[src/bsp_cfg.svh]
// Register map, field positions and reset values of the serial port block
`ifndef BSP_CFG_SVH
`define BSP_CFG_SVH
`define BSP_CTL_ADR  4'h0
`define BSP_STS_ADR  4'h4
`define BSP_RXD_ADR  4'h8
`define BSP_TXD_ADR  4'hc
`define BSP_CTL_RST  32'h0070_0070
`define BSP_RX_RSTN  0
`define BSP_RX_IGN   1
`define BSP_RX_DLY   3:2
`define BSP_RX_LEN   8:4
`define BSP_RX_SEL   10:9
`define BSP_TX_RSTN  16
`define BSP_TX_IGN   17
`define BSP_TX_DLY   19:18
`define BSP_TX_LEN   24:20
`define BSP_TX_SEL   26:25
`define BSP_ST_RX_READY_FLAG  0
`define BSP_ST_ROVR  1
`define BSP_ST_RERR  2
`define BSP_ST_TRDY  8
`define BSP_ST_TUNF  9
`define BSP_ST_TERR  10
`define BSP_IRQ_RDY  2'h0
`define BSP_IRQ_ERR  2'h3
`define BSP_RESP_OK  2'h0
`define BSP_RESP_ERR 2'h2
`define BSP_LNK_RCK  0
`define BSP_LNK_RFS  1
`define BSP_LNK_RDI  2
`define BSP_LNK_TCK  3
`define BSP_LNK_TFS  4
`endif

[src/bsp_pkg.sv]
// Shared types of the serial port block
package bsp_pkg;
  typedef logic [31:0] bsp_word_t;
  typedef logic [5:0]  bsp_cnt_t;
endpackage

[src/bsp_sync.sv]
// Two-flop synchroniser with edge detection for the link pins
`timescale 1ns/1ps
module bsp_sync #(
  parameter int W = 5
) (
  // Clock and reset
  input  wire logic         aclk,
  input  wire logic         aresetn,
  // Asynchronous inputs
  input  wire logic [W-1:0] d,
  // Synchronised level and edges
  output logic      [W-1:0] q,
  output logic      [W-1:0] rise,
  output logic      [W-1:0] fall
);
  logic [W-1:0] s1_ff;
  logic [W-1:0] s2_ff;
  logic [W-1:0] s3_ff;

  always_ff @(posedge aclk)
  begin
    if (!aresetn)
    begin
      s1_ff <= '0;
      s2_ff <= '0;
      s3_ff <= '0;
    end
    else
    begin
      s1_ff <= d;
      s2_ff <= s1_ff;
      s3_ff <= s2_ff;
    end
  end

  assign q    = s2_ff;
  assign rise = s2_ff & ~s3_ff;
  assign fall = ~s2_ff & s3_ff;
endmodule

[src/bsp_top.sv]
// Buffered serial port core with frame sync error handling and AXI4-Lite registers
// What this block does
// - Per-direction ignore bit disregards unexpected syncs
// - Sync earlier than data delay is unexpected
// - Receive abort: discard, flag error, restart element
// - Receive ignore keeps current element going
// - Transmit abort: flag error, resend same element
// - Transmit ignore keeps shifting current element
// - Ignore packs short frames into long elements
// - Overrun when data, buffer, shifter all full
// - Shifter to buffer only after buffer copied
// - Overrun needs at least three received elements
// - Data read or reset clears overrun flag
// - After overrun clear, wait for new sync
// - First sync or gap sync is normal
// - Receive sync error sticky, software writable
// - Select 11b routes receive error to irq
// - Second data write replaces untransmitted value
// - Same handling for any sync source
// - Transmit error sticky, select 11b drives irq
// - Underflow resends old data every frame
// - Ready set on copy, cleared on read (receive) or write (transmit)
//
// The AXI4-Lite interface to the registers and the address map were decided locally.
`timescale 1ns/1ps
`include "bsp_cfg.svh"
module bsp_top (
  // Clock and reset
  input  wire logic        aclk,
  input  wire logic        aresetn,
  // AXI4-Lite write
  input  wire logic [3:0]  awaddr,
  input  wire logic        awvalid,
  output logic             awready,
  input  wire logic [31:0] wdata,
  input  wire logic [3:0]  wstrb,
  input  wire logic        wvalid,
  output logic             wready,
  output logic [1:0]       bresp,
  output logic             bvalid,
  input  wire logic        bready,
  // AXI4-Lite read
  input  wire logic [3:0]  araddr,
  input  wire logic        arvalid,
  output logic             arready,
  output logic [31:0]      rdata,
  output logic [1:0]       rresp,
  output logic             rvalid,
  input  wire logic        rready,
  // Serial link
  input  wire logic        rx_bit_clock,
  input  wire logic        rx_frame_sync,
  input  wire logic        rx_serial_in,
  input  wire logic        tx_bit_clock,
  input  wire logic        tx_frame_sync,
  output logic             tx_serial_out,
  output logic             tx_serial_oe,
  // Processor and DMA events
  output logic             rx_irq,
  output logic             tx_irq,
  output logic             tx_dma_event
);
  logic [4:0]         lk_q;
  logic [4:0]         lk_rise;
  logic [4:0]         lk_fall;
  bsp_pkg::bsp_word_t ctl_ff;
  logic               aw_ff;
  logic               w_ff;
  logic [3:0]         awa_ff;
  bsp_pkg::bsp_word_t wd_ff;
  logic [3:0]         ws_ff;
  logic               wr_go;
  logic               ar_hs;
  logic               st_wr;
  logic               tx_wr;
  logic               rx_rd;
  bsp_pkg::bsp_word_t rd_mux;
  // Receive side
  logic               rx_rstn;
  logic               rx_ign;
  logic [1:0]         rx_dly;
  bsp_pkg::bsp_cnt_t  rx_len;
  logic               rx_edge;
  logic               rx_fs_evt;
  logic               rx_unexp;
  logic               rx_abort;
  logic               rx_start;
  logic               rx_done;
  logic               rx_cp;
  logic               rx_stop;
  logic               ovr_set;
  logic               rx_fs_last_ff;
  logic               rx_pend_ff;
  logic [1:0]         rx_dcnt_ff;
  bsp_pkg::bsp_cnt_t  rx_rem_ff;
  bsp_pkg::bsp_word_t rx_shift_reg_ff;
  logic               nxt_rx_pend;
  logic [1:0]         nxt_rx_dcnt;
  bsp_pkg::bsp_cnt_t  nxt_rx_rem;
  bsp_pkg::bsp_word_t nxt_rx_shift;
  bsp_pkg::bsp_word_t rx_buffer_reg_ff;
  bsp_pkg::bsp_word_t rx_data_reg_ff;
  logic               rx_buf_full_ff;
  logic               rx_ready_flag_ff;
  logic               rx_overrun_flag_ff;
  logic               rx_sync_error_ff;
  // Transmit side
  logic               tx_rstn;
  logic               tx_ign;
  logic [1:0]         tx_dly;
  bsp_pkg::bsp_cnt_t  tx_len;
  logic               tx_edge;
  logic               tx_fs_evt;
  logic               tx_unexp;
  logic               tx_abort;
  logic               tx_start;
  logic               tx_done;
  logic               tx_copy;
  bsp_pkg::bsp_word_t tx_src;
  logic               tx_fs_last_ff;
  logic               tx_pend_ff;
  logic [1:0]         tx_dcnt_ff;
  bsp_pkg::bsp_cnt_t  tx_rem_ff;
  bsp_pkg::bsp_word_t tx_shift_reg_ff;
  logic               tx_out_ff;
  logic               tx_oe_ff;
  logic               nxt_tx_pend;
  logic [1:0]         nxt_tx_dcnt;
  bsp_pkg::bsp_cnt_t  nxt_tx_rem;
  bsp_pkg::bsp_word_t nxt_tx_shift;
  logic               nxt_tx_out;
  logic               nxt_tx_oe;
  bsp_pkg::bsp_word_t tx_data_reg_ff;
  bsp_pkg::bsp_word_t tx_elem_ff;
  logic               tx_ready_flag_ff;
  logic               tx_underflow_n_ff;
  logic               tx_sync_error_ff;
  logic               tx_evt_ff;

  bsp_sync #(.W(5)) u_sync (
    .aclk    (aclk),
    .aresetn (aresetn),
    .d       ({tx_frame_sync, tx_bit_clock, rx_serial_in, rx_frame_sync, rx_bit_clock}),
    .q       (lk_q),
    .rise    (lk_rise),
    .fall    (lk_fall)
  );

  // Bus slave
  assign awready = ~aw_ff & ~bvalid;
  assign wready  = ~w_ff & ~bvalid;
  assign arready = ~rvalid;
  assign wr_go   = aw_ff & w_ff;
  assign ar_hs   = arvalid & arready;
  assign st_wr   = wr_go & (awa_ff == `BSP_STS_ADR);
  assign tx_wr   = wr_go & (awa_ff == `BSP_TXD_ADR);
  assign rx_rd   = ar_hs & (araddr == `BSP_RXD_ADR);

  always_ff @(posedge aclk)
  begin
    if (!aresetn)
    begin
      aw_ff  <= 1'b0;
      w_ff   <= 1'b0;
      awa_ff <= 4'h0;
      wd_ff  <= 32'h0;
      ws_ff  <= 4'h0;
      bvalid <= 1'b0;
      bresp  <= `BSP_RESP_OK;
    end
    else
    begin
      if (awvalid && awready)
      begin
        aw_ff  <= 1'b1;
        awa_ff <= awaddr;
      end
      if (wvalid && wready)
      begin
        w_ff  <= 1'b1;
        wd_ff <= wdata;
        ws_ff <= wstrb;
      end
      if (wr_go)
      begin
        aw_ff  <= 1'b0;
        w_ff   <= 1'b0;
        bvalid <= 1'b1;
        bresp  <= (awa_ff == `BSP_RXD_ADR || awa_ff[1:0] != 2'h0) ? `BSP_RESP_ERR : `BSP_RESP_OK;
      end
      else if (bready)
        bvalid <= 1'b0;
    end
  end

  always_ff @(posedge aclk)
  begin
    if (!aresetn)
      ctl_ff <= `BSP_CTL_RST;
    else if (wr_go && awa_ff == `BSP_CTL_ADR)
    begin
      for (int i = 0; i < 4; i++)
        if (ws_ff[i])
          ctl_ff[i*8 +: 8] <= wd_ff[i*8 +: 8];
    end
  end

  always_comb
  begin
    rd_mux = 32'h0;
    if (araddr == `BSP_CTL_ADR)
      rd_mux = ctl_ff;
    else if (araddr == `BSP_STS_ADR)
    begin
      rd_mux[`BSP_ST_RX_READY_FLAG] = rx_ready_flag_ff;
      rd_mux[`BSP_ST_ROVR] = rx_overrun_flag_ff;
      rd_mux[`BSP_ST_RERR] = rx_sync_error_ff;
      rd_mux[`BSP_ST_TRDY] = tx_ready_flag_ff;
      rd_mux[`BSP_ST_TUNF] = tx_underflow_n_ff;
      rd_mux[`BSP_ST_TERR] = tx_sync_error_ff;
    end
    else if (araddr == `BSP_RXD_ADR)
      rd_mux = rx_data_reg_ff;
    else if (araddr == `BSP_TXD_ADR)
      rd_mux = tx_data_reg_ff;
  end

  always_ff @(posedge aclk)
  begin
    if (!aresetn)
    begin
      rvalid <= 1'b0;
      rdata  <= 32'h0;
      rresp  <= `BSP_RESP_OK;
    end
    else if (ar_hs)
    begin
      rvalid <= 1'b1;
      rdata  <= rd_mux;
      rresp  <= (araddr[1:0] != 2'h0) ? `BSP_RESP_ERR : `BSP_RESP_OK;
    end
    else if (rready)
      rvalid <= 1'b0;
  end

  // Receiver: bits and syncs taken on falling bit clock edges
  assign rx_rstn   = ctl_ff[`BSP_RX_RSTN];
  assign rx_ign    = ctl_ff[`BSP_RX_IGN];
  assign rx_dly    = ctl_ff[`BSP_RX_DLY];
  assign rx_len    = {1'b0, ctl_ff[`BSP_RX_LEN]} + 6'h01;
  assign rx_edge   = lk_fall[`BSP_LNK_RCK];
  assign rx_fs_evt = lk_q[`BSP_LNK_RFS] & ~rx_fs_last_ff;
  assign rx_unexp  = (rx_rem_ff > {4'h0, rx_dly}) | rx_pend_ff;
  assign rx_abort  = rx_edge & rx_fs_evt & rx_unexp & ~rx_ign;
  assign rx_start  = rx_edge & rx_fs_evt & (~rx_unexp | ~rx_ign);

  always_comb
  begin
    nxt_rx_pend  = rx_pend_ff;
    nxt_rx_dcnt  = rx_dcnt_ff;
    nxt_rx_rem   = rx_rem_ff;
    nxt_rx_shift = rx_shift_reg_ff;
    rx_done      = 1'b0;
    if (rx_edge)
    begin
      if (rx_start)
      begin
        nxt_rx_pend = 1'b1;
        nxt_rx_dcnt = rx_dly;
        if (rx_abort)
          nxt_rx_rem = 6'h00;
      end
      if (nxt_rx_pend && nxt_rx_dcnt == 2'h0)
      begin
        nxt_rx_pend  = 1'b0;
        nxt_rx_rem   = rx_len;
        nxt_rx_shift = 32'h0;
      end
      else if (nxt_rx_pend)
        nxt_rx_dcnt = nxt_rx_dcnt - 2'h1;
      if (nxt_rx_rem != 6'h00)
      begin
        nxt_rx_shift = {nxt_rx_shift[30:0], lk_q[`BSP_LNK_RDI]};
        nxt_rx_rem   = nxt_rx_rem - 6'h01;
        rx_done      = (nxt_rx_rem == 6'h00);
      end
    end
  end

  always_ff @(posedge aclk)
  begin
    if (!aresetn || !rx_rstn || rx_stop)
    begin
      rx_fs_last_ff   <= 1'b0;
      rx_pend_ff      <= 1'b0;
      rx_dcnt_ff      <= 2'h0;
      rx_rem_ff       <= 6'h00;
      rx_shift_reg_ff <= 32'h0;
    end
    else
    begin
      if (rx_edge)
        rx_fs_last_ff <= lk_q[`BSP_LNK_RFS];
      rx_pend_ff      <= nxt_rx_pend;
      rx_dcnt_ff      <= nxt_rx_dcnt;
      rx_rem_ff       <= nxt_rx_rem;
      rx_shift_reg_ff <= nxt_rx_shift;
    end
  end

  // Receive buffering: shifter, buffer, data register
  assign rx_cp   = rx_buf_full_ff & ~rx_ready_flag_ff;
  assign ovr_set = rx_done & rx_buf_full_ff & ~rx_cp;
  assign rx_stop = rx_rd & rx_overrun_flag_ff & ~ovr_set;

  always_ff @(posedge aclk)
  begin
    if (!aresetn || !rx_rstn)
    begin
      rx_buffer_reg_ff   <= 32'h0;
      rx_data_reg_ff     <= 32'h0;
      rx_buf_full_ff     <= 1'b0;
      rx_ready_flag_ff   <= 1'b0;
      rx_overrun_flag_ff <= 1'b0;
    end
    else
    begin
      if (rx_cp)
        rx_data_reg_ff <= rx_buffer_reg_ff;
      if (rx_done && !ovr_set)
      begin
        rx_buffer_reg_ff <= nxt_rx_shift;
        rx_buf_full_ff   <= 1'b1;
      end
      else if (rx_cp)
        rx_buf_full_ff <= 1'b0;
      if (rx_cp)
        rx_ready_flag_ff <= 1'b1;
      else if (rx_rd)
        rx_ready_flag_ff <= 1'b0;
      if (ovr_set)
        rx_overrun_flag_ff <= 1'b1;
      else if (rx_rd)
        rx_overrun_flag_ff <= 1'b0;
    end
  end

  always_ff @(posedge aclk)
  begin
    if (!aresetn || !rx_rstn)
      rx_sync_error_ff <= 1'b0;
    else if (rx_abort)
      rx_sync_error_ff <= 1'b1;
    else if (st_wr && ws_ff[0])
      rx_sync_error_ff <= wd_ff[`BSP_ST_RERR];
  end

  // Transmitter: syncs taken and bits driven on rising bit clock edges
  assign tx_rstn   = ctl_ff[`BSP_TX_RSTN];
  assign tx_ign    = ctl_ff[`BSP_TX_IGN];
  assign tx_dly    = ctl_ff[`BSP_TX_DLY];
  assign tx_len    = {1'b0, ctl_ff[`BSP_TX_LEN]} + 6'h01;
  assign tx_edge   = lk_rise[`BSP_LNK_TCK];
  assign tx_fs_evt = lk_q[`BSP_LNK_TFS] & ~tx_fs_last_ff;
  assign tx_unexp  = (tx_rem_ff > {4'h0, tx_dly}) | tx_pend_ff;
  assign tx_abort  = tx_edge & tx_fs_evt & tx_unexp & ~tx_ign;
  assign tx_start  = tx_edge & tx_fs_evt & (~tx_unexp | ~tx_ign);
  assign tx_copy   = tx_start & ~tx_abort & ~tx_ready_flag_ff;
  // Normal frames take the data register, stale or fresh; an abort resends the element
  assign tx_src    = (tx_start && !tx_abort) ? tx_data_reg_ff : tx_elem_ff;

  always_comb
  begin
    nxt_tx_pend  = tx_pend_ff;
    nxt_tx_dcnt  = tx_dcnt_ff;
    nxt_tx_rem   = tx_rem_ff;
    nxt_tx_shift = tx_shift_reg_ff;
    nxt_tx_out   = tx_out_ff;
    nxt_tx_oe    = tx_oe_ff;
    tx_done      = 1'b0;
    if (tx_edge)
    begin
      nxt_tx_oe = 1'b0;
      if (tx_start)
      begin
        nxt_tx_pend = 1'b1;
        nxt_tx_dcnt = tx_dly;
        if (tx_abort)
          nxt_tx_rem = 6'h00;
      end
      if (nxt_tx_pend && nxt_tx_dcnt == 2'h0)
      begin
        nxt_tx_pend  = 1'b0;
        nxt_tx_rem   = tx_len;
        nxt_tx_shift = tx_src << (6'h20 - tx_len);
      end
      else if (nxt_tx_pend)
        nxt_tx_dcnt = nxt_tx_dcnt - 2'h1;
      if (nxt_tx_rem != 6'h00)
      begin
        nxt_tx_out   = nxt_tx_shift[31];
        nxt_tx_oe    = 1'b1;
        nxt_tx_shift = {nxt_tx_shift[30:0], 1'b0};
        nxt_tx_rem   = nxt_tx_rem - 6'h01;
        tx_done      = (nxt_tx_rem == 6'h00);
      end
    end
  end

  always_ff @(posedge aclk)
  begin
    if (!aresetn || !tx_rstn)
    begin
      tx_fs_last_ff   <= 1'b0;
      tx_pend_ff      <= 1'b0;
      tx_dcnt_ff      <= 2'h0;
      tx_rem_ff       <= 6'h00;
      tx_shift_reg_ff <= 32'h0;
      tx_out_ff       <= 1'b0;
      tx_oe_ff        <= 1'b0;
    end
    else
    begin
      if (tx_edge)
        tx_fs_last_ff <= lk_q[`BSP_LNK_TFS];
      tx_pend_ff      <= nxt_tx_pend;
      tx_dcnt_ff      <= nxt_tx_dcnt;
      tx_rem_ff       <= nxt_tx_rem;
      tx_shift_reg_ff <= nxt_tx_shift;
      tx_out_ff       <= nxt_tx_out;
      tx_oe_ff        <= nxt_tx_oe;
    end
  end

  always_ff @(posedge aclk)
  begin
    if (!aresetn)
      tx_data_reg_ff <= 32'h0;
    else if (tx_wr)
    begin
      for (int i = 0; i < 4; i++)
        if (ws_ff[i])
          tx_data_reg_ff[i*8 +: 8] <= wd_ff[i*8 +: 8];
    end
  end

  // A write in the copy cycle wins, so the fresh value stays pending
  always_ff @(posedge aclk)
  begin
    if (!aresetn || !tx_rstn)
    begin
      tx_elem_ff        <= 32'h0;
      tx_ready_flag_ff  <= 1'b1;
      tx_underflow_n_ff <= 1'b0;
      tx_evt_ff         <= 1'b0;
    end
    else
    begin
      tx_evt_ff <= tx_copy;
      if (tx_start && !tx_abort)
        tx_elem_ff <= tx_data_reg_ff;
      if (tx_wr)
        tx_ready_flag_ff <= 1'b0;
      else if (tx_copy)
        tx_ready_flag_ff <= 1'b1;
      if (tx_copy)
        tx_underflow_n_ff <= 1'b1;
      else if (tx_done && tx_ready_flag_ff)
        tx_underflow_n_ff <= 1'b0;
    end
  end

  always_ff @(posedge aclk)
  begin
    if (!aresetn || !tx_rstn)
      tx_sync_error_ff <= 1'b0;
    else if (tx_abort)
      tx_sync_error_ff <= 1'b1;
    else if (st_wr && ws_ff[1])
      tx_sync_error_ff <= wd_ff[`BSP_ST_TERR];
  end

  assign tx_serial_out = tx_out_ff;
  assign tx_serial_oe  = tx_oe_ff;
  assign tx_dma_event  = tx_evt_ff;
  assign rx_irq = (ctl_ff[`BSP_RX_SEL] == `BSP_IRQ_ERR) ? rx_sync_error_ff :
                  (ctl_ff[`BSP_RX_SEL] == `BSP_IRQ_RDY) & rx_ready_flag_ff;
  assign tx_irq = (ctl_ff[`BSP_TX_SEL] == `BSP_IRQ_ERR) ? tx_sync_error_ff :
                  (ctl_ff[`BSP_TX_SEL] == `BSP_IRQ_RDY) & tx_ready_flag_ff;
endmodule

[config.mk]
export PLATFORM = sky130hd
export DESIGN_NAME = bsp_top
export DESIGN_NICKNAME = d
export VERILOG_FILES = /design/src/bsp_pkg.sv /design/src/bsp_sync.sv /design/src/bsp_top.sv
export VERILOG_INCLUDE_DIRS = /design/src /design/src/src
export SDC_FILE = /design/constraint.sdc
export NUM_CORES = 1
export LEC_CHECK = 0
export BUFFER_PORTS_ARGS = -buffer_cell sky130_fd_sc_hd__buf_2
export CAP_MARGIN = 0
export CORE_MARGIN = 5
export CORE_UTILIZATION = 45
export CTS_CLUSTER_DIAMETER = 120
export CTS_CLUSTER_SIZE = 12
export DETAILED_ROUTE_END_ITERATION = 8
export PLACE_DENSITY = 0.68
export RECOVER_POWER = 100
export SYNTH_ARGS = -nofsm -noshare
export SYNTH_HDL_FRONTEND = slang
export SYNTH_SLANG_ARGS = --single-unit
[constraint.sdc]
create_clock -name aclk -period 7.1 [get_ports aclk]
set_input_delay 1.42 -clock aclk [delete_from_list [all_inputs] [get_ports aclk]]
set_output_delay 1.42 -clock aclk [all_outputs]
set_load 0.01 [all_outputs]
---- Word level (Yosys, flattened, before mapping) ----
Cells that the tools add are included.
storage, ports and cells
  bits in registers ....................... 348
  output and inout port bits .............. 46
operators by class
  add/sub/neg operators ................... 7
  order comparisons ....................... 2
  equality and inequality tests ........... 8
  shift-type cells ........................ 1
  muxes and demuxes ....................... 63
  bitwise logic cells ..................... 50
  reduce and logical (&&, ||, !) cells .... 50
operators with widths
  cell                                                                    number
  32-bit two-way mux                                                      9
  6-bit two-way mux                                                       10
  32-bit by 6-bit << shifter with 32-bit output                           1
  1-bit two-way mux                                                       30
  1-bit bitwise AND                                                       27
  2-bit nonzero test                                                      11
  21-bit two-way mux                                                      1
  2-bit two-way mux                                                       10
  2-bit AND reduction                                                     9
  1-bit inverter                                                          17
  4-bit equality test (second input constant)                             4
  5-bit by 1-bit adder with 6-bit output (second input constant)          2
  6-bit by 2-bit greater-than comparator with 1-bit output                2
  6-bit zero test                                                         2
  6-bit nonzero test                                                      2
  6-bit by 1-bit subtractor with 6-bit output (second input constant)     2
  1-bit logical AND                                                       10
  4-bit by 3-bit equality test with 1-bit output (second input constant)  2
  2-bit zero test                                                         4
  4-bit zero test                                                         2
  3-bit two-way mux                                                       2
  6-bit subtractor (first input constant)                                 1
  1-bit zero test                                                         5
  5-bit two-way mux                                                       1
  7 further kinds                                                         15

---- Depth between registers and ports, before layout ----
  depth in word-level cells ............... 20
  mapped depth ............................ 21
  depth with buffers taken out ............ 19

---- By module ----
A second synthesis with hierarchy kept.
unflattened totals
  cell total of the unflattened synthesis .. 2068
  area, all modules ....................... 17399.2 um^2
modules (own cells, without submodules)
  module    instances  cells an instance  area an instance (um^2)  sequential area each (um^2)
  bsp_top   1          2027               16917.5                  6646.4
  bsp_sync  1          41                 481.7                    300.3

---- Worst setup path before layout ----
OpenSTA, ideal clock, no wires.
  path kind ............................... register to register
  start point ............................. reg ctl_ff[3]
  end point ............................... reg rx_rem_ff[1]
  library setup time ...................... 0.095 ns
  arrival time ............................ 4.082 ns
  required time ........................... 7.005 ns
  setup slack ............................. 2.922 ns
  cell stages (with the launch flop) ...... 21
  clock period less this slack ............ 4.178 ns
  path through ............................ dfxtp_1 -> inv_1 -> ha_1 -> nor2b_1 -> o21ai_1 -> a21boi_1 -> nor2_1 -> mux2i_1 -> ha_1 -> inv_1 -> nor2_4 -> a21oi_1 -> ha_1 -> nand2_1 -> nor3_1 -> a2111oi_0 -> and4_1 -> buf_2 -> nand4b_1 -> buf_2 -> a221oi_1
on the way
  cells in the longest elaborated chain, start to end .. 20
ends and longest elaborated chain
  what                                                      line            text
  start, declared                                           bsp_top.sv:66   bsp_pkg::bsp_word_t ctl_ff;
  start signal, assigned                                    bsp_top.sv:199  ctl_ff <= `BSP_CTL_RST;
  start signal, assigned by index                           bsp_top.sv:204  ctl_ff[i*8 +: 8] <= wd_ff[i*8 +: 8];
  6-bit by 2-bit greater-than comparator with 1-bit output  bsp_top.sv:253  assign rx_unexp = (rx_rem_ff > {4'h0, rx_dly}) | rx_pend_ff;
  1-bit OR                                                  bsp_top.sv:253
  1-bit inverter                                            bsp_top.sv:255  assign rx_start = rx_edge & rx_fs_evt & (~rx_unexp | ~rx_ign);
  1-bit OR                                                  bsp_top.sv:255
  1-bit bitwise AND                                         bsp_top.sv:255
  2-bit two-way mux                                         bsp_top.sv:266  if (rx_start)
  2-bit two-way mux                                         bsp_top.sv:264  if (rx_edge)
  2-bit zero test                                           bsp_top.sv:273  if (nxt_rx_pend && nxt_rx_dcnt == 2'h0)
  [... 3 more ...]                                          --
  6-bit by 1-bit subtractor with 6-bit output               bsp_top.sv:284  nxt_rx_rem = nxt_rx_rem - 6'h01;
  6-bit zero test                                           bsp_top.sv:285  rx_done = (nxt_rx_rem == 6'h00);
  1-bit two-way mux                                         bsp_top.sv:281  if (nxt_rx_rem != 6'h00)
  1-bit two-way mux                                         bsp_top.sv:264
  1-bit bitwise AND (2 in series)                           bsp_top.sv:313  assign ovr_set = rx_done & rx_buf_full_ff & ~rx_cp;
  1-bit inverter                                            bsp_top.sv:314  assign rx_stop = rx_rd & rx_overrun_flag_ff & ~ovr_set;
  1-bit bitwise AND                                         bsp_top.sv:314
  1-bit logical OR                                          bsp_top.sv:292  if (!aresetn || !rx_rstn || rx_stop)
  end signal, assigned                                      bsp_top.sv:306  rx_rem_ff <= nxt_rx_rem;
  end, declared                                             bsp_top.sv:95   bsp_pkg::bsp_cnt_t rx_rem_ff;
Every way passes the cells marked *; elsewhere a longest branch is shown, timed or not. The select of a mux whose other input is x is not followed.
A chain may end at the register's enable or synchronous reset.

---- Worst setup path after layout ----
  start point ............................. reg ctl_ff[3]
  end point ............................... reg rx_buffer_reg_ff[11]
on the way
  cells in the longest elaborated chain, start to end .. 19
ends and longest elaborated chain
  what                                                      line            text
  6-bit by 2-bit greater-than comparator with 1-bit output  bsp_top.sv:253
  1-bit OR                                                  bsp_top.sv:253
  1-bit inverter                                            bsp_top.sv:255
  1-bit OR                                                  bsp_top.sv:255
  1-bit bitwise AND                                         bsp_top.sv:255
  2-bit two-way mux                                         bsp_top.sv:266
  2-bit two-way mux                                         bsp_top.sv:264
  2-bit zero test                                           bsp_top.sv:273
  [... 2 more ...]                                          --
  6-bit two-way mux                                         bsp_top.sv:264
  6-bit by 1-bit subtractor with 6-bit output               bsp_top.sv:284
  6-bit zero test                                           bsp_top.sv:285
  1-bit two-way mux                                         bsp_top.sv:281
  1-bit two-way mux                                         bsp_top.sv:264
  1-bit bitwise AND (2 in series)                           bsp_top.sv:313
  1-bit zero test                                           bsp_top.sv:330  if (rx_done && !ovr_set)
  1-bit logical AND                                         bsp_top.sv:330
  end signal, assigned                                      bsp_top.sv:332  rx_buffer_reg_ff <= nxt_rx_shift;
  end, declared                                             bsp_top.sv:101  bsp_pkg::bsp_word_t rx_buffer_reg_ff;
Parallel ways exist; a longest one is shown, timed or not. The select of a mux whose other input is x is not followed.

==> summary.txt <==
Route
  – Post-DR wirelength/cell: 20.4 µm
  – Antenna Violating Nets Remaining: 0
  – DRT iter0 DRCs: roughly 1400
  – Number of remaining DRC errors: 0
  – First drt pass iteration count: 6
  – Via count: roughly 15000
  – Routed Wire Length: just over 50000 µm
  – Vias per std cell: 6.09

Clocking
  – Worst-Skew Late Latency: about 540 ps
  – CTS Buf Count: 34
  – Clk slew on worst S/H paths: approximately 60 ps
  – Hold-fix buffers at CTS: 0
  – Post-CTS Setup Bufs: 0
  – TritonCTS clock tree: yes
  – Clock Sinks: ~340
  – CTS resizes: 0
  – Root buf cell: clkbuf_16
  – H-Tree Depth: 2
  – Clock tree buffer depth: 3

Critical path
  – Max incr delay on CP: between 1000 and 1500 ps
  – Arr. time, crit path: 6560 ps
  – Worst path top cell family by delay: simple AND/OR/NAND/NOR gates
  – Setup crit start kind: flop
  – Critical Path Fanout Max: 35
  – Critical path type: flop to flop
  – CP max stage cell: and4_1
  – CP required: 7410 ps
  – CP Capture Type: flop
  – Critical-path cell list: inv_1, ha_1, nor2b_1, o21ai_0, a21boi_0, nor2_1, mux2i_1, ha_1, inv_1, nor2_4, a21oi_1, ha_1, nand2_1, nor3_1, a2111oi_0, and4_1, clkbuf_2, and4_1, a211oi_1
  – CP Buf/Inv Count: 3
  – Critical Path Most Common Cell: ha_1

Synth
  – Yosys warning count: 0
  – Synth Register Bits: 344
  – Post-Syn Instances: 1955
  – Dominant synthesized flop cell: dfxtp_1
  – Sequential area share after synthesis: between 30% and 40%
  – Syn Area/Cell: 8.85 µm²
  – Post-synth EDFFs: 0
  – Syn Std Cell Area: 17300 µm²
  – Asr flop ratio synth: 0%
  – Post-synth cell types: 81

GRT
  – Gr usage total: 23.5%
  – Vias in the first global route: around 14000
  – Global route overflow: 0
  – First-pass GRT wire length: between 80000 and 90000 µm
  – Initial antenna violation count: 2
  – Largest net degree at the start of global routing: approximately 110

Place
  – Final GP Congestion: approximately 0.94
  – Port Buf Inserts: a little under 100
  – Placed wire-length estimate: 36000 µm

Die
  – Die Ht: 206 µm
  – I/O Pins: between 100 and 150
  – Initial Util: between 40% and 50%
  – Die width: 206 µm
  – Core Rows: 71
  – Die area: 42500 µm²
  – Area of the core: 37800 µm²

Timing
  – Final setup vio count: 0
  – Slew headroom: -83.6%
  – Fin crit share: slightly below 90%
  – Endpoints failing hold: 0
  – Unrepaired setup endpoints after global routing: no
  – Clk_skew: 21.0 ps
  – Tightest Pin Transition: 2750 ps
  – Setup TNS: 0 ps
  – Final worst path period need: 6240 ps
  – Final Slew Violations: around 250
  – Fmax: ~160 MHz

Cells and area
  – Proportion of layout cells with a drive suffix above 1: 12.0%
  – Commonest non-fill, non-tap cell in the layout: nand2_1
  – P&R area growth vs syn: 9.37%
  – Highest-count cells in the layout ignoring fill and taps: nand2_1, dfxtp_1, a21boi_0
  – Final Util: around half
  – Antenna fix cells: 0
  – Post-layout nets: between 2000 and 2500

Outcome
  – Violated checks: capacitance limit, slew limit
  – Status: complete, but fails checks

Power and ir drop
  – Total power: 3.78 mW
  – P_leak: 6.37 nW
  – Pwr dens: 200 nW/µm²
  – Peak supply drop: 0.165 mV

Hold path
  – Hold WC Path Type: flop to flop

Job
  – Max Cap Viol: 3
-- where the power goes --
group          total [mW]  internal, mW  leakage (nW)  switching (mW)
registers            1.98          1.95          2.78          0.0250
logic               0.162        0.0597          3.13           0.102
clock network        1.65         0.913         0.459           0.732
-- logic make-up (layout without fill, tap and decap cells) --
family,count (synthesis),count (layout),share of synthesized area [%]
and+or+nand+nor,709,709,18.7
AOI/OAI and AO/OA,533,533,22.3
DFF,344,344,39.8
buffers and inverters,183,189,4.33
muxes,156,156,13.0
xor gates and xnor gates,17,17,0.948
adders and majority gates,12,12,0.868
other,1,2,0.0217
-- routing by layer --
| layer | track usage, % | share of wire, % | vias to the layer above |
|---|---|---|---|
| met3 | 4.68 | 6.7 | 108 |
| met1 | 32.3 | 44 | 7306 |
| met4 | 8.29 | 3.5 | 2 |
| li1 | - | - | 7177 |
| met2 | 37.1 | 45 | 469 |
| met5 | 0 | 0.036 | - |
-- cell usage after synthesis (8+ instances only) --
cell	n	area, µm²
inv_1	18	67.6
o211a_1	9	90.1
dfxtp_1	344	6890
buf_2	19	95.1
o211ai_1	12	90.1
clkbuf_1	130	488
nor2b_1	22	138
mux2_2	43	484
nand3_1	95	475
a211oi_1	79	593
and2_1	49	307
o31ai_1	8	60.1
buf_1	10	37.5
a41oi_1	33	289
a21oi_1	71	355
mux2i_1	62	621
or3_1	8	50.1
nand2_1	357	1340
nand4_1	9	56.3
xnor2_1	8	70.1
ha_1	12	150
nor2_1	96	360
and3_1	8	50.1
a22oi_1	72	541
nor3_1	26	130
mux4_2	47	1060
a221oi_1	17	149
nand2b_1	11	68.8
a21boi_0	97	728
o21ai_0	54	270
-- flip-flops by register name (all words and copies together) (netlist names), 2 cells and up --
name and flops:
rx_dcnt_ff 2, tx_elem_ff 32, ctl_ff 32, tx_dcnt_ff 2, tx_data_reg_ff 32, rx_rem_ff 6
u_sync.q 5, rx_data_reg_ff 32, awa_ff 4, ws_ff 4, tx_rem_ff 6, wd_ff 32
rx_buffer_reg_ff 32, rx_shift_reg_ff 32, rdata 32, tx_shift_reg_ff 32, u_sync.s3_ff 2, u_sync.s1_ff 5
-- layout make-up --
type	instances	area, µm²
clock buffers	35	876
fillers	3655	18900
multi-input cells	1429	9710
repair buffers	133	682
flip-flops and latches	344	6890
inverters	18	67.6
well taps	511	639
clock inverters	3	62.6
-- worst paths after layout --
kind                              startpoint  cells after the start  slack, ps                                end
setup / recovery      ctl_ff[3]$_SDFFE_PN0P_                     19        860  rx_buffer_reg_ff[11]$_SDFFE_PP0P_
hold / removal    u_sync.s1_ff[4]$_SDFF_PN0_                      1        420             u_sync.q[4]$_SDFF_PN0_
setup reg to reg      ctl_ff[3]$_SDFFE_PN0P_                     19        860  rx_buffer_reg_ff[11]$_SDFFE_PP0P_
hold reg to reg   u_sync.s1_ff[4]$_SDFF_PN0_                      1        420             u_sync.q[4]$_SDFF_PN0_
-- metrics by stage --
step           std cells  worst slack, ps  area [µm²]  hold slack [ps]
4_1_cts             2473             1370       19000              427
5_1_grt             2473              472       18900              455
6_report            2473              858       18900              423
3_3_place_gp        2435             1470       18100              419
3_5_place_dp        2435             1380       18100              421
2_1_floorplan       1956             2920       17300              412
Power figures use the tool's default switching activity.
